`config.mk`:
```
export PLATFORM = sky130hd
export DESIGN_NAME = dlrx_status_monitor
export DESIGN_NICKNAME = d
export VERILOG_FILES = /design/src/design/dlrx_pkg.sv /design/src/design/dlrx_sat_counter.sv /design/src/design/dlrx_status_monitor.sv
export VERILOG_INCLUDE_DIRS = /design/src /design/src/design
export SDC_FILE = /design/constraint.sdc
export NUM_CORES = 1
export LEC_CHECK = 0
export BUFFER_PORTS_ARGS = -buffer_cell sky130_fd_sc_hd__buf_4
export CAP_MARGIN = 10
export CORE_MARGIN = 4
export CORE_UTILIZATION = 61
export CTS_CLUSTER_DIAMETER = 150
export DETAILED_ROUTE_END_ITERATION = 10
export PLACE_DENSITY_LB_ADDON = 0.25
export SKIP_LAST_GASP = 1
export SYNTH_ARGS = -nofsm -noshare
export SYNTH_HDL_FRONTEND = slang
export SYNTH_SLANG_ARGS = --single-unit
```
`constraint.sdc`:
```
create_clock -name clk_sys -period 6.2 [get_ports clk_sys]
set_input_delay 1.24 -clock clk_sys [delete_from_list [all_inputs] [get_ports clk_sys]]
set_output_delay 1.24 -clock clk_sys [all_outputs]
set_load 0.005 [all_outputs]
```
`src/design/dlrx_params.svh`:
```
// offsets, field positions, reset values and counts of the receive status monitor
`ifndef DLRX_PARAMS_SVH
`define DLRX_PARAMS_SVH

// observation bus span and bit positions
`define DLRX_OBS_LSB      296
`define DLRX_OBS_MSB      319
`define DLRX_OBS_TIMER    296
`define DLRX_OBS_ACKTO    297
`define DLRX_OBS_ACKREQ   298
`define DLRX_OBS_ACKTYPE  299
`define DLRX_OBS_PM       300
`define DLRX_OBS_FC       301
`define DLRX_OBS_FCTYP_LO 302
`define DLRX_OBS_FCTYP_HI 305
`define DLRX_OBS_VC_LO    306
`define DLRX_OBS_VC_HI    308
`define DLRX_OBS_NULL     309
`define DLRX_OBS_CRCERR   310
`define DLRX_OBS_GOOD     311
`define DLRX_OBS_DUP      312
`define DLRX_OBS_AHEAD    313
`define DLRX_OBS_FRAME    314
`define DLRX_OBS_CNT_LO   315
`define DLRX_OBS_CNT_HI   319

// register byte offsets
`define DLRX_REG_CTRL     8'h00
`define DLRX_REG_ACKLAT   8'h04
`define DLRX_REG_STATUS   8'h08
`define DLRX_REG_CLEAR    8'h0C
`define DLRX_REG_IRQEN    8'h10
`define DLRX_REG_OBS      8'h14
`define DLRX_REG_SEQ      8'h18

// control fields and reset values
`define DLRX_CTRL_EN      0
`define DLRX_CTRL_RST     1'h1
`define DLRX_ACKLAT_RST   16'h0100
`define DLRX_IRQEN_RST    8'h00

// status bit positions
`define DLRX_ST_NULL      0
`define DLRX_ST_CRCERR    1
`define DLRX_ST_DUP       2
`define DLRX_ST_AHEAD     3
`define DLRX_ST_FRAME     4
`define DLRX_ST_ACKTO     5
`define DLRX_ST_PM        6
`define DLRX_ST_FC        7
`define DLRX_ST_WIDTH     8

// link packet type byte decoding and retry count saturation value
`define DLRX_PM_PREFIX    5'h04
`define DLRX_RETRY_SAT    5'h1F

`endif

```
`src/design/dlrx_pkg.sv`:
```
// types shared by the receive status monitor
package dlrx_pkg;

    typedef enum logic [2:0] {
        ACK_IDLE    = 3'b001,
        ACK_TIMING  = 3'b010,
        ACK_PENDING = 3'b100
    } dlrx_ackst_t;

    typedef enum logic [1:0] {
        TLP_GOOD  = 2'h0,
        TLP_DUP   = 2'h1,
        TLP_AHEAD = 2'h2
    } dlrx_seqcls_t;

endpackage

```
`src/design/dlrx_sat_counter.sv`:
```
// up/down occupancy counter with a saturated report
`include "dlrx_params.svh"
module dlrx_sat_counter
    import dlrx_pkg::*;
#(
    parameter int CNT_W = 12
) (
    input  wire logic             clk_sys,
    input  wire logic             reset_n,
    input  wire logic             clkEn,
    input  wire logic             incr,
    input  wire logic             decr,
    output logic      [4:0]       satCount_q
);

    if (CNT_W < 5) begin : g_chk
        $error("dlrx_sat_counter: CNT_W must be at least 5");
    end

    logic [CNT_W-1:0] count_q;
    logic [CNT_W-1:0] count_d;
    wire              atZero = (count_q == '0);
    wire              atMax  = (count_q == {CNT_W{1'b1}});
    wire              bigVal = (count_q > CNT_W'(`DLRX_RETRY_SAT));

    // a push and a release in the same cycle cancel out
    assign count_d = (incr && !decr && !atMax) ? count_q + CNT_W'(1) :
                     (decr && !incr && !atZero) ? count_q - CNT_W'(1) : count_q;

    always_ff @(posedge clk_sys or negedge reset_n) begin
        if (!reset_n) begin
            count_q    <= '0;
            satCount_q <= 5'h00;
        end else if (clkEn) begin
            count_q    <= count_d;
            satCount_q <= bigVal ? `DLRX_RETRY_SAT : count_q[4:0];
        end
    end

endmodule

```
`src/design/dlrx_status_monitor.sv`:
```
// receive side data link status monitor with observation bus and apb registers
// Contract
// bit 296 high while ack timer runs
// timer expiry schedules ack, pulses bit 297
// bit 298 high while ack request pending
// bit 299 one means negative acknowledge
// bit 299 zero means positive acknowledge
// power packet sets bit 300, subtype in channel
// credit packet sets bit 301 with type, channel
// credit type field encodings on 305:302
// credit channel number binary on 308:306
// nullified transaction packet flagged on 309
// crc failing transaction packet flagged on 310
// good in-order packet flagged 311, forwarded
// duplicate flagged 312, dropped silently
// sequence ahead flagged 313 as error
// framing error: 314, port error, retrain
// retry buffer count on 319:315, saturates 31
`include "dlrx_params.svh"
module dlrx_status_monitor
    import dlrx_pkg::*;
#(
    parameter int SEQ_W   = 12,
    parameter int RETRY_W = 12
) (
    input  wire logic                                  clk_sys,
    input  wire logic                                  reset_n,
    input  wire logic                                  clkEn,
    input  wire logic                                  psel,
    input  wire logic                                  penable,
    input  wire logic                                  pwrite,
    input  wire logic [7:0]                            paddr,
    input  wire logic [31:0]                           pwdata,
    output logic      [31:0]                           prdata,
    output logic                                       pready,
    output logic                                       pslverr,
    output logic                                       irq,
    input  wire logic                                  rxDllpValid,
    input  wire logic [7:0]                            rxDllpType,
    input  wire logic                                  rxTlpEnd,
    input  wire logic                                  rxTlpNullified,
    input  wire logic                                  rxTlpCrcOk,
    input  wire logic [SEQ_W-1:0]                      rxTlpSeq,
    input  wire logic                                  rxFrameError,
    input  wire logic                                  ackTxDone,
    input  wire logic                                  retryStore,
    input  wire logic                                  retryRelease,
    output logic                                       ackTxReq,
    output logic                                       ackTxNak,
    output logic                                       tlpForward,
    output logic                                       rxPortError,
    output logic                                       retrainReq,
    output logic      [`DLRX_OBS_MSB:`DLRX_OBS_LSB]    obsBus
);

    if (SEQ_W < 2 || SEQ_W > 32) begin : g_chk_seq
        $error("dlrx_status_monitor: SEQ_W out of range");
    end

    // sequence distance test: behind by up to half the space is a replay
    function automatic dlrx_seqcls_t seqClass(input logic [SEQ_W-1:0] expSeq,
                                              input logic [SEQ_W-1:0] gotSeq);
        logic [SEQ_W-1:0] behind;
        behind = expSeq - gotSeq;
        if (behind == '0) begin
            seqClass = TLP_GOOD;
        end else if (!behind[SEQ_W-1] || behind == {1'b1, {(SEQ_W-1){1'b0}}}) begin
            seqClass = TLP_DUP;
        end else begin
            seqClass = TLP_AHEAD;
        end
    endfunction

    function automatic logic regHit(input logic [7:0] addr, input logic [7:0] offs);
        regHit = (addr == offs);
    endfunction

    // ---------------- apb slave ----------------
    logic        ctrlEn_q;
    logic [15:0] ackLat_q;
    logic [`DLRX_ST_WIDTH-1:0] status_q;
    logic [`DLRX_ST_WIDTH-1:0] status_d;
    logic [`DLRX_ST_WIDTH-1:0] irqEn_q;
    logic [`DLRX_ST_WIDTH-1:0] stEvent;
    logic [SEQ_W-1:0]          expSeq_q;
    logic [31:0]               rdMux;

    wire setupPh   = psel && !penable && !pready;
    wire accessEnd = psel && penable && pready;
    wire hitCtrl   = regHit(paddr, `DLRX_REG_CTRL);
    wire hitAckLat = regHit(paddr, `DLRX_REG_ACKLAT);
    wire hitStatus = regHit(paddr, `DLRX_REG_STATUS);
    wire hitClear  = regHit(paddr, `DLRX_REG_CLEAR);
    wire hitIrqEn  = regHit(paddr, `DLRX_REG_IRQEN);
    wire hitObs    = regHit(paddr, `DLRX_REG_OBS);
    wire hitSeq    = regHit(paddr, `DLRX_REG_SEQ);
    wire mapped    = hitCtrl | hitAckLat | hitStatus | hitClear | hitIrqEn | hitObs | hitSeq;
    // status and observation words are read only; writes to them are errors
    wire wrLegal   = hitCtrl | hitAckLat | hitClear | hitIrqEn;
    wire rdLegal   = mapped && !hitClear;
    wire reqErr    = pwrite ? !wrLegal : !rdLegal;
    wire wrStrobe  = accessEnd && pwrite && !pslverr;
    wire wrCtrl    = wrStrobe && hitCtrl;
    wire wrAckLat  = wrStrobe && hitAckLat;
    wire wrClear   = wrStrobe && hitClear;
    wire wrIrqEn   = wrStrobe && hitIrqEn;

    assign rdMux = hitCtrl   ? {31'h0, ctrlEn_q} :
                   hitAckLat ? {16'h0, ackLat_q} :
                   hitStatus ? {{(32-`DLRX_ST_WIDTH){1'b0}}, status_q} :
                   hitIrqEn  ? {{(32-`DLRX_ST_WIDTH){1'b0}}, irqEn_q} :
                   hitObs    ? {8'h00, obsBus} :
                   hitSeq    ? 32'(expSeq_q) : 32'h0000_0000;

    // answer is prepared in the setup cycle so every bus output is a flop
    always_ff @(posedge clk_sys or negedge reset_n) begin
        if (!reset_n) begin
            pready  <= 1'b0;
            pslverr <= 1'b0;
            prdata  <= 32'h0000_0000;
        end else if (clkEn) begin
            pready  <= setupPh;
            pslverr <= setupPh && reqErr;
            prdata  <= (setupPh && !pwrite && rdLegal) ? rdMux : 32'h0000_0000;
        end
    end

    always_ff @(posedge clk_sys or negedge reset_n) begin
        if (!reset_n) begin
            ctrlEn_q <= `DLRX_CTRL_RST;
            ackLat_q <= `DLRX_ACKLAT_RST;
            irqEn_q  <= `DLRX_IRQEN_RST;
        end else if (clkEn) begin
            if (wrCtrl)   ctrlEn_q <= pwdata[`DLRX_CTRL_EN];
            if (wrAckLat) ackLat_q <= pwdata[15:0];
            if (wrIrqEn)  irqEn_q  <= pwdata[`DLRX_ST_WIDTH-1:0];
        end
    end

    // ---------------- receive classification ----------------
    // with the monitor disabled received traffic is neither checked nor acknowledged
    wire rxOn      = ctrlEn_q;
    wire dllpSeen  = rxOn && rxDllpValid;
    wire [3:0] dllpHi = rxDllpType[7:4];
    wire fcCode    = (dllpHi == 4'h4) || (dllpHi == 4'h5) || (dllpHi == 4'h6) ||
                     (dllpHi == 4'h8) || (dllpHi == 4'h9) || (dllpHi == 4'hA) ||
                     (dllpHi == 4'hC) || (dllpHi == 4'hD) || (dllpHi == 4'hE);
    wire pmSub     = (rxDllpType[2:0] == 3'h0) || (rxDllpType[2:0] == 3'h1) ||
                     (rxDllpType[2:0] == 3'h3) || (rxDllpType[2:0] == 3'h4);
    wire powerPacketReceived  = dllpSeen && (rxDllpType[7:3] == `DLRX_PM_PREFIX) && pmSub;
    wire creditPacketReceived = dllpSeen && fcCode && !rxDllpType[3];
    wire [3:0] creditPacketType    = dllpHi;
    wire [2:0] creditChannelNumber = rxDllpType[2:0];

    wire          tlpSeen  = rxOn && rxTlpEnd;
    dlrx_seqcls_t seqCls;
    assign seqCls = seqClass(expSeq_q, rxTlpSeq);
    wire tlpNull   = tlpSeen && rxTlpNullified;
    wire tlpBadCrc = tlpSeen && !rxTlpNullified && !rxTlpCrcOk;
    wire tlpCrcOk  = tlpSeen && !rxTlpNullified && rxTlpCrcOk;
    wire tlpGood   = tlpCrcOk && (seqCls == TLP_GOOD);
    wire tlpDup    = tlpCrcOk && (seqCls == TLP_DUP);
    wire tlpAhead  = tlpCrcOk && (seqCls == TLP_AHEAD);
    wire frameErr  = rxOn && rxFrameError;

    always_ff @(posedge clk_sys or negedge reset_n) begin
        if (!reset_n) begin
            expSeq_q <= '0;
        end else if (clkEn && tlpGood) begin
            expSeq_q <= expSeq_q + SEQ_W'(1);
        end
    end

    // ---------------- acknowledge scheduling ----------------
    dlrx_ackst_t ackSt_q;
    dlrx_ackst_t ackSt_d;
    logic [15:0] latCnt_q;
    logic        ackNak_q;
    logic        ackNak_d;
    // a bad packet needs a negative acknowledge without waiting on the timer
    wire needNak   = tlpBadCrc || tlpAhead;
    wire latExpire = (ackSt_q == ACK_TIMING) && (latCnt_q >= ackLat_q);
    // a duplicate still calls for an acknowledge so the sender can purge
    wire ackOwed   = tlpGood || tlpDup;

    always_comb begin
        ackSt_d  = ackSt_q;
        ackNak_d = ackNak_q;
        unique case (ackSt_q)
            ACK_IDLE: begin
                if (needNak) begin
                    ackSt_d  = ACK_PENDING;
                    ackNak_d = 1'b1;
                end else if (ackOwed) begin
                    ackSt_d  = ACK_TIMING;
                    ackNak_d = 1'b0;
                end
            end
            ACK_TIMING: begin
                if (needNak) begin
                    ackSt_d  = ACK_PENDING;
                    ackNak_d = 1'b1;
                end else if (latExpire) begin
                    ackSt_d = ACK_PENDING;
                end
            end
            ACK_PENDING: begin
                if (needNak) begin
                    ackNak_d = 1'b1;
                end else if (ackTxDone) begin
                    ackSt_d  = ACK_IDLE;
                    ackNak_d = 1'b0;
                end
            end
        endcase
    end

    always_ff @(posedge clk_sys or negedge reset_n) begin
        if (!reset_n) begin
            ackSt_q  <= ACK_IDLE;
            ackNak_q <= 1'b0;
            latCnt_q <= 16'h0000;
        end else if (clkEn) begin
            ackSt_q  <= ackSt_d;
            ackNak_q <= ackNak_d;
            latCnt_q <= (ackSt_d == ACK_TIMING && ackSt_q == ACK_TIMING) ?
                        latCnt_q + 16'h0001 : 16'h0000;
        end
    end

    // ---------------- retry buffer occupancy ----------------
    logic [4:0] retryCount;

    dlrx_sat_counter #(
        .CNT_W      (RETRY_W)
    ) u_retry_cnt (
        .clk_sys    (clk_sys),
        .reset_n    (reset_n),
        .clkEn      (clkEn),
        .incr       (retryStore),
        .decr       (retryRelease),
        .satCount_q (retryCount)
    );

    // ---------------- observation bus ----------------
    logic [`DLRX_OBS_MSB:`DLRX_OBS_LSB] obsD;

    always_comb begin
        obsD = '0;
        obsD[`DLRX_OBS_TIMER]   = (ackSt_q == ACK_TIMING);
        obsD[`DLRX_OBS_ACKTO]   = latExpire && !needNak;
        obsD[`DLRX_OBS_ACKREQ]  = (ackSt_q == ACK_PENDING);
        obsD[`DLRX_OBS_ACKTYPE] = ackNak_q;
        obsD[`DLRX_OBS_PM]      = powerPacketReceived;
        obsD[`DLRX_OBS_FC]      = creditPacketReceived;
        if (creditPacketReceived) begin
            obsD[`DLRX_OBS_FCTYP_HI:`DLRX_OBS_FCTYP_LO] = creditPacketType;
        end
        // power packets reuse the channel field for their subtype
        if (creditPacketReceived || powerPacketReceived) begin
            obsD[`DLRX_OBS_VC_HI:`DLRX_OBS_VC_LO] = creditChannelNumber;
        end
        obsD[`DLRX_OBS_NULL]    = tlpNull;
        obsD[`DLRX_OBS_CRCERR]  = tlpBadCrc;
        obsD[`DLRX_OBS_GOOD]    = tlpGood;
        obsD[`DLRX_OBS_DUP]     = tlpDup;
        obsD[`DLRX_OBS_AHEAD]   = tlpAhead;
        obsD[`DLRX_OBS_FRAME]   = frameErr;
        obsD[`DLRX_OBS_CNT_HI:`DLRX_OBS_CNT_LO] = retryCount;
    end

    always_ff @(posedge clk_sys or negedge reset_n) begin
        if (!reset_n) begin
            obsBus      <= '0;
            ackTxReq    <= 1'b0;
            ackTxNak    <= 1'b0;
            tlpForward  <= 1'b0;
            rxPortError <= 1'b0;
            retrainReq  <= 1'b0;
        end else if (clkEn) begin
            obsBus      <= obsD;
            ackTxReq    <= (ackSt_d == ACK_PENDING);
            ackTxNak    <= ackNak_d;
            tlpForward  <= tlpGood;
            // a duplicate is dropped without any error indication
            rxPortError <= frameErr || tlpAhead || tlpBadCrc;
            retrainReq  <= frameErr;
        end
    end

    // ---------------- sticky status and interrupt ----------------
    always_comb begin
        stEvent = '0;
        stEvent[`DLRX_ST_NULL]   = tlpNull;
        stEvent[`DLRX_ST_CRCERR] = tlpBadCrc;
        stEvent[`DLRX_ST_DUP]    = tlpDup;
        stEvent[`DLRX_ST_AHEAD]  = tlpAhead;
        stEvent[`DLRX_ST_FRAME]  = frameErr;
        stEvent[`DLRX_ST_ACKTO]  = latExpire && !needNak;
        stEvent[`DLRX_ST_PM]     = powerPacketReceived;
        stEvent[`DLRX_ST_FC]     = creditPacketReceived;
    end

    // an event in the cycle of its clear survives: set has priority
    assign status_d = (status_q & ~(wrClear ? pwdata[`DLRX_ST_WIDTH-1:0] : '0)) | stEvent;

    always_ff @(posedge clk_sys or negedge reset_n) begin
        if (!reset_n) begin
            status_q <= '0;
            irq      <= 1'b0;
        end else if (clkEn) begin
            status_q <= status_d;
            irq      <= |(status_d & irqEn_q);
        end
    end

endmodule

```
**Word level (Yosys, flattened, before mapping)**

Index checks and enable logic that the tools add are counted.

- Register bits after elaboration: 145
- Latch bits: 0
- RAM bits: 0
- Bits in read-only memories: 0
- Input bits: 74
- Output and inout port bits: 64
- Word-level logic and storage cells: 180
- Memories kept: 0

- $add $sub $neg: 5
- Multipliers: 0
- Divide/modulo/power cells: 0
- Magnitude comparators: 2
- Equal/unequal tests: 31
- Shift-type cells: 0
- Multiplexer cells: 30
- Bitwise operators: 12
- Reductions and logical operators: 81

Operator list:

| operator | number |
|---|---|
| $mux W24 | 6 |
| $logic_and A1 B1 Y1 | 36 |
| $mux W12 | 3 |
| $add A12 B1 Y12 const B | 2 |
| $eq A12 B12 Y1 const B | 2 |
| $eq A4 B4 Y1 const B | 6 |
| $eq A8 B5 Y1 const B | 3 |
| $logic_not A12 Y1 | 2 |
| $mux W3 | 7 |
| $logic_or A1 B1 Y1 | 17 |
| $add A16 B1 Y16 const B | 1 |
| $and A8 B8 Y8 | 2 |
| $eq A8 B4 Y1 const B | 2 |
| $ge A16 B16 Y1 | 1 |
| $logic_not A1 Y1 | 16 |
| $mux W16 | 1 |
| $eq A4 B3 Y1 const B | 3 |
| $gt A12 B5 Y1 const B | 1 |
| $sub A12 B1 Y12 const B | 1 |
| $sub A12 B12 Y12 | 1 |
| $eq A3 B2 Y1 const B | 3 |
| $eq A3 B3 Y1 const B | 3 |
| $pmux W3 S3 | 1 |
| $eq A8 B3 Y1 const B | 1 |
| other kinds (22) | 40 |

**Longest topological paths before layout**

- Depth in word-level cells: 14
- Mapped depth: 12
- Gate-level depth less buffers: 12

**Hierarchy**

A second synthesis with hierarchy kept.

- Cells, all modules: 850
- Area, all modules: 8065.2 um^2

Modules (own cells, without submodules):

| module | instances | cells each | area each (um^2) | seq. area each (um^2) |
|---|---|---|---|---|
| dlrx_status_monitor | 1 | 731 | 6895.4 | 2956.6 |
| dlrx_sat_counter | 1 | 119 | 1169.9 | 425.4 |

**Worst setup path before layout**

No wires, ideal clock.

- Path type: input port to flip-flop
- Start: input port rxTlpSeq[0]
- End: register latCnt_q[10]
- Setup time: 0.137 ns
- Data arrival time: 3.665 ns
- Required time: 6.063 ns
- Path slack: 2.398 ns
- Cell stages on the path: 11
- Path buffers: 1
- Cells stage by stage: ha_1 > fa_1 > nand2b_1 > a21oi_1 > nor4_1 > o311ai_0 > nor4_2 > a211oi_2 > or3_1 > buf_2 > a21oi_1

- Longest elaborated chain between the ends: 14
- Elaborated cells between the ends (all ways): 23
- Those cells by class: add/sub: 1; eq/ne: 4; mux: 8; reduce/logical: 10

RTL lines:

| element | line | text |
|---|---|---|
| start, declared | dlrx_status_monitor.sv:43 | `input wire logic [SEQ_W-1:0] rxTlpSeq,` |
| $sub A12 B12 Y12 * | dlrx_status_monitor.sv:64 | `behind = expSeq - gotSeq;` |
| $eq A12 B12 Y1 / $logic_not A1 Y1 (equally long branches) | dlrx_status_monitor.sv:67 | `end else if (!behind[SEQ_W-1] \|\| behind == {1'b1, {(SEQ_W-1){1'b0}}}) begin` |
| $logic_or A1 B1 Y1 | dlrx_status_monitor.sv:67 |  |
| $mux W2 | dlrx_status_monitor.sv:67 |  |
| $mux W2 * | dlrx_status_monitor.sv:65 | `if (behind == '0) begin` |
| $eq A2 B1 Y1 / $logic_not A2 Y1 (equally long branches) | dlrx_status_monitor.sv:162, dlrx_status_monitor.sv:161 |  |
| $logic_and A1 B1 Y1 (on tied branches) | dlrx_status_monitor.sv:162, dlrx_status_monitor.sv:161 |  |
| $logic_or A1 B1 Y1 | dlrx_status_monitor.sv:184 | `wire ackOwed = tlpGood \|\| tlpDup;` |
| $mux W3 | dlrx_status_monitor.sv:194 | `end else if (ackOwed) begin` |
| $mux W3 | dlrx_status_monitor.sv:191 | `if (needNak) begin` |
| $pmux W3 S3 * | dlrx_status_monitor.sv:189 | `unique case (ackSt_q)` |
| $eq A3 B2 Y1 * | dlrx_status_monitor.sv:226 | `latCnt_q <= (ackSt_d == ACK_TIMING && ackSt_q == ACK_TIMING) ?` |
| $logic_and A1 B1 Y1 * | dlrx_status_monitor.sv:226 |  |
| $mux W16 * | dlrx_status_monitor.sv:226 |  |
| end signal, assigned | dlrx_status_monitor.sv:226 |  |
| end, declared | dlrx_status_monitor.sv:177 | `logic [15:0] latCnt_q;` |

Every way passes the cells marked *; elsewhere a longest branch is shown, timed or not.
A chain may end at the register's enable or synchronous reset.

**Worst setup path in the final report**

- Start: input port rxTlpSeq[4]
- End: register expSeq_q[7]

- Longest elaborated chain between the ends: 8
- Elaborated cells between the ends (all ways): 10
- Those cells by class: add/sub: 1; eq/ne: 1; mux: 2; reduce/logical: 6

RTL lines:

| element | line | text |
|---|---|---|
| $sub A12 B12 Y12 * | dlrx_status_monitor.sv:64 |  |
| $eq A12 B12 Y1 / $logic_not A1 Y1 (equally long branches) | dlrx_status_monitor.sv:67 |  |
| $logic_or A1 B1 Y1 | dlrx_status_monitor.sv:67 |  |
| $mux W2 | dlrx_status_monitor.sv:67 |  |
| $mux W2 * | dlrx_status_monitor.sv:65 |  |
| $logic_not A2 Y1 * | dlrx_status_monitor.sv:161 | `wire tlpGood = tlpCrcOk && (seqCls == TLP_GOOD);` |
| $logic_and A1 B1 Y1 * | dlrx_status_monitor.sv:161 |  |
| $logic_and A1 B1 Y1 * | dlrx_status_monitor.sv:169 | `end else if (clkEn && tlpGood) begin` |
| end signal, assigned | dlrx_status_monitor.sv:170 | `expSeq_q <= expSeq_q + SEQ_W'(1);` |
| end, declared | dlrx_status_monitor.sv:85 | `logic [SEQ_W-1:0] expSeq_q;` |

Marked as above.

==> summary.md <==
| Metric | Value |
|---|---|
| Outcome | `complete, no violations` |
| Final hold vios | `0` |
| CP Capture Type | `register` |
| Pwr Density | `267 nW/µm²` |
| Max Fclk | `235 MHz` |
| TNS Setup | `0 ns` |
| Sequential area share after synthesis | `43.8%` |
| Adder-cell share of the synthesized area | `6.83%` |
| Vias in the first global route | `6794` |
| H-tree Lvls | `4` |
| DRC | `0` |
| Final worst-path setup slack | `1.95 ns` |
| Post-Synth Simple-Gate Area | `15.1%` |
| Internal power | `1.75 mW` |
| DR WL/cell | `19.1 µm` |
| Vias post-DR | `6753` |
| Largest net degree at the start of global routing | `79` |
| Worst reg2reg setup slack | `2.40 ns` |
| TritonCTS clock tree | `yes` |
| Compound-gate portion of the synthesized area | `20.2%` |
| Initial antenna violation count | `0` |
| Clk buf depth | `2` |
| Ys flop type | `dfrtp_1` |
| Hold Crit Endpoint | `prdata[15]` |
| Sink Count | `135` |
| Synth cell types | `70` |
| Register bit total from synthesis | `135` |
| First-pass GRT wire length | `34.0 mm` |
| Post-synthesis xor/xnor area fraction | `4.42%` |
| Total GRT Usage | `29.1%` |
| Tcrit/Tclk final | `68.5%` |
| CP Launch Type | `input port` |
| Hold Path Depth | `1` |
| Layout area overhead | `19.2%` |
| Vias per cell | `6.25` |
| Chip height | `121 µm` |
| WP data arrival | `4.59 ns` |
| Slew Viols, Final | `0` |
| Cell area after layout | `9220 µm²` |
| Combinational share of power | `20.4%` |
| Ys async rst share | `100%` |
| RSZ-0062 raised after global routing | `no` |
| I/O Buffers | `113` |
| Initial core utilization | `63.3%` |
| Io pins | `138` |
| Clock group share of total power | `37.6%` |
| Lkg Pwr | `4.46 nW` |
| Core area | `12200 µm²` |
| Final setup vio count | `0` |
| Hold Startpoint | `prdata[15]` |
| Clk_lat worst skew | `0.42 ns` |
| Final WL | `20.6 mm` |
| Post-CTS Setup Inserts | `0` |
| Clock transition at path regs | `0.06 ns` |
| Layout Skew | `0.00908 ns` |
| Clock period minus worst slack | `4.25 ns` |
| Gr ovfl total | `0` |
| Cell row count | `40` |
| Worst r2r path cells | `9` |
| CP Max Fanout | `13` |
| Critical path origin | `rxTlpSeq[4]` |
| CTS resizes | `0` |
| Pre-antenna DRT Iters | `5` |
| Power share of the sequential group | `42.0%` |
| Least-Margin Pin Slew | `1.09 ns` |
| Relative slew slack | `27.3%` |
| Crit path max-delay family | `simple AND/OR/NAND/NOR gates` |
| Slowest CP cell | `nand4b_1` |
| DP Area | `8670 µm²` |
| Post-Place Worst Slack | `1.60 ns` |
| Die width | `121 µm` |
| Layout cells sized above 1 | `21.4%` |
| Main combinational cell family by area after synthesis | `compound AO/OA/AOI/OAI gates` |
| Clk root buf | `clkbuf_16` |
| N_diodes | `0` |
| Die area | `14500 µm²` |
| Net Sw Power | `0.717 mW` |
| Max-Cap Viols | `0` |
| HP Class | `register to register` |
| Placer congestion estimate | `0.957` |
| Yosys warnings | `0` |
| Post-synth EDFFs | `0` |
| VDD IR-drop max | `0.242 mV` |
| Data required, critical path | `6.54 ns` |
| Cell Area, Synth | `7730 µm²` |
| Post-route ant nets | `0` |
| Final HPWL DP | `15.0 mm` |
| Syn Inst Count | `798` |
| Drt initial violations | `744` |
| Hold buffers post-CTS | `0` |
| Syn_area_per_cell | `9.69 µm²` |
| CTS Buf Count | `17` |
| Switch share | `29.1%` |
| Bufs and invs on worst path | `2` |
| CP peak stage delay | `0.61 ns` |
| Mux contribution to synthesized area | `4.84%` |
| CP Class | `input port to register` |
| R2r endpoint | `expSeq_q[7]` |
| Final nets | `1016` |
| Worst flop-to-flop path startpoint | `expSeq_q[3]` |
| CP Cell Sequence | `buf_4, inv_1, ha_1, nand2_1, a211o_1, a211oi_1, o41ai_2, xnor2_1, nand4b_1, nor4_1, xor2_1` |
[cell usage in the layout, fill, tap and decap left out, types with 5 or more instances in the layout]
cell type and count:
dfrtp_1 132, buf_4 119, nand2_1 89, a21oi_1 52
inv_1 46, o21ai_0 45, ha_1 39, nor2_1 36
mux2_2 27, xor2_1 25, a22o_1 22, nor3_1 21
nand3_1 19, a21o_1 17, clkbuf_16 17, o2bb2ai_1 16
xnor2_1 14, a22oi_1 13, nand4_1 10, and3_1 9
conb_1 8, mux2i_1 7, a222oi_1 7, or3_1 6
nor4_1 6, nor2b_1 6, a31oi_1 5, and2_1 5
nand2b_1 5, a211oi_1 5, nor3b_1 5, clkbuf_8 5
[metal layers]
layer  part of all wire, %  vias to the layer above  wire (µm)  track usage, %
met2                    51                      280      10500            50.5
met5                     0                        -          0               0
met3                   6.9                       46       1420            5.80
met1                    40                     3313       8290            37.0
met4                   2.1                        0        428            8.29
li1                      -                     3114          -               -
[layout make-up]
type	instances	area (µm²)
clock inverter	7	45.0
fill	860	3000
sequential	135	3380
timing repair buffer	119	893
multi-input combinational	581	4010
clock buffer	24	502
inverter	47	176
tap	168	210
[Yosys cell counts (7+ instances only)]
cell type,instances,area (µm²)
o21ai_0,45,225
nor3_1,21,105
nor4_1,7,43.8
xnor2_1,14,123
nand4_1,10,62.6
dfrtp_1,132,3300
a21o_1,17,128
inv_1,46,173
nand2_1,89,334
clkbuf_1,27,101
ha_1,39,488
a222oi_1,7,70.1
mux2_2,27,304
a22o_1,22,193
nor2_1,36,135
a21oi_1,52,260
xor2_1,25,219
o2bb2ai_1,16,140
and3_1,9,56.3
nand3_1,19,95.1
a22oi_1,13,97.6
buf_4,10,75.1
mux2i_1,7,70.1
[sequential cells by signal, indices dropped and copies added (netlist names), 3 cells and up]
register                flops
irqEn_q                     8
u_retry_cnt.satCount_q      5
prdata                     24
u_retry_cnt.count_q        12
status_q                    8
latCnt_q                   16
ackSt_q                     3
expSeq_q                   12
obsBus                     24
ackLat_q                   16
[how the worst max path moves through the flow]
| stage | endpoint | slack [ns] | cells past startpoint |
|---|---|---|---|
| 2_1_floorplan | latCnt_q[10] | 2.40 | 11 |
| 3_3_place_gp | latCnt_q[15] | 1.75 | 11 |
| 3_5_place_dp | latCnt_q[13] | 1.60 | 11 |
| 4_1_cts | latCnt_q[7] | 2.02 | 11 |
| 5_1_grt | latCnt_q[6] | 1.72 | 11 |
| 6_report | expSeq_q[7] | 1.95 | 11 |
[power groups by stage]
stage	sequential (mW)	clock (mW)	combinational, mW
2_1_floorplan	1.01	0	0.367
3_3_place_gp	1.04	0	0.464
3_5_place_dp	1.05	0	0.492
4_1_cts	1.03	0.927	0.501
5_1_grt	1.05	0.978	0.569
6_report	1.04	0.927	0.502
[through the flow]
stage	cells	util (%)	hold slack (ns)	total power, mW
after floorplan	805	-	0.463	1.38
after global placement	1050	71.0	0.476	1.50
after detailed placement	1050	71.0	0.478	1.54
after CTS	1081	75.5	0.494	2.46
after global routing	1081	75.5	0.508	2.59
final	1081	75.5	0.493	2.46
[cells by family after synthesis]
kind of cell / Yosys count
and+or+nand+nor: 235
AOI/OAI and AO/OA: 224
DFF: 135
buffers and inverters: 89
adders and majority gates: 41
xor gates and xnor gates: 39
muxes: 34
other: 1
No activity file was read; power rests on OpenSTA's default activity.
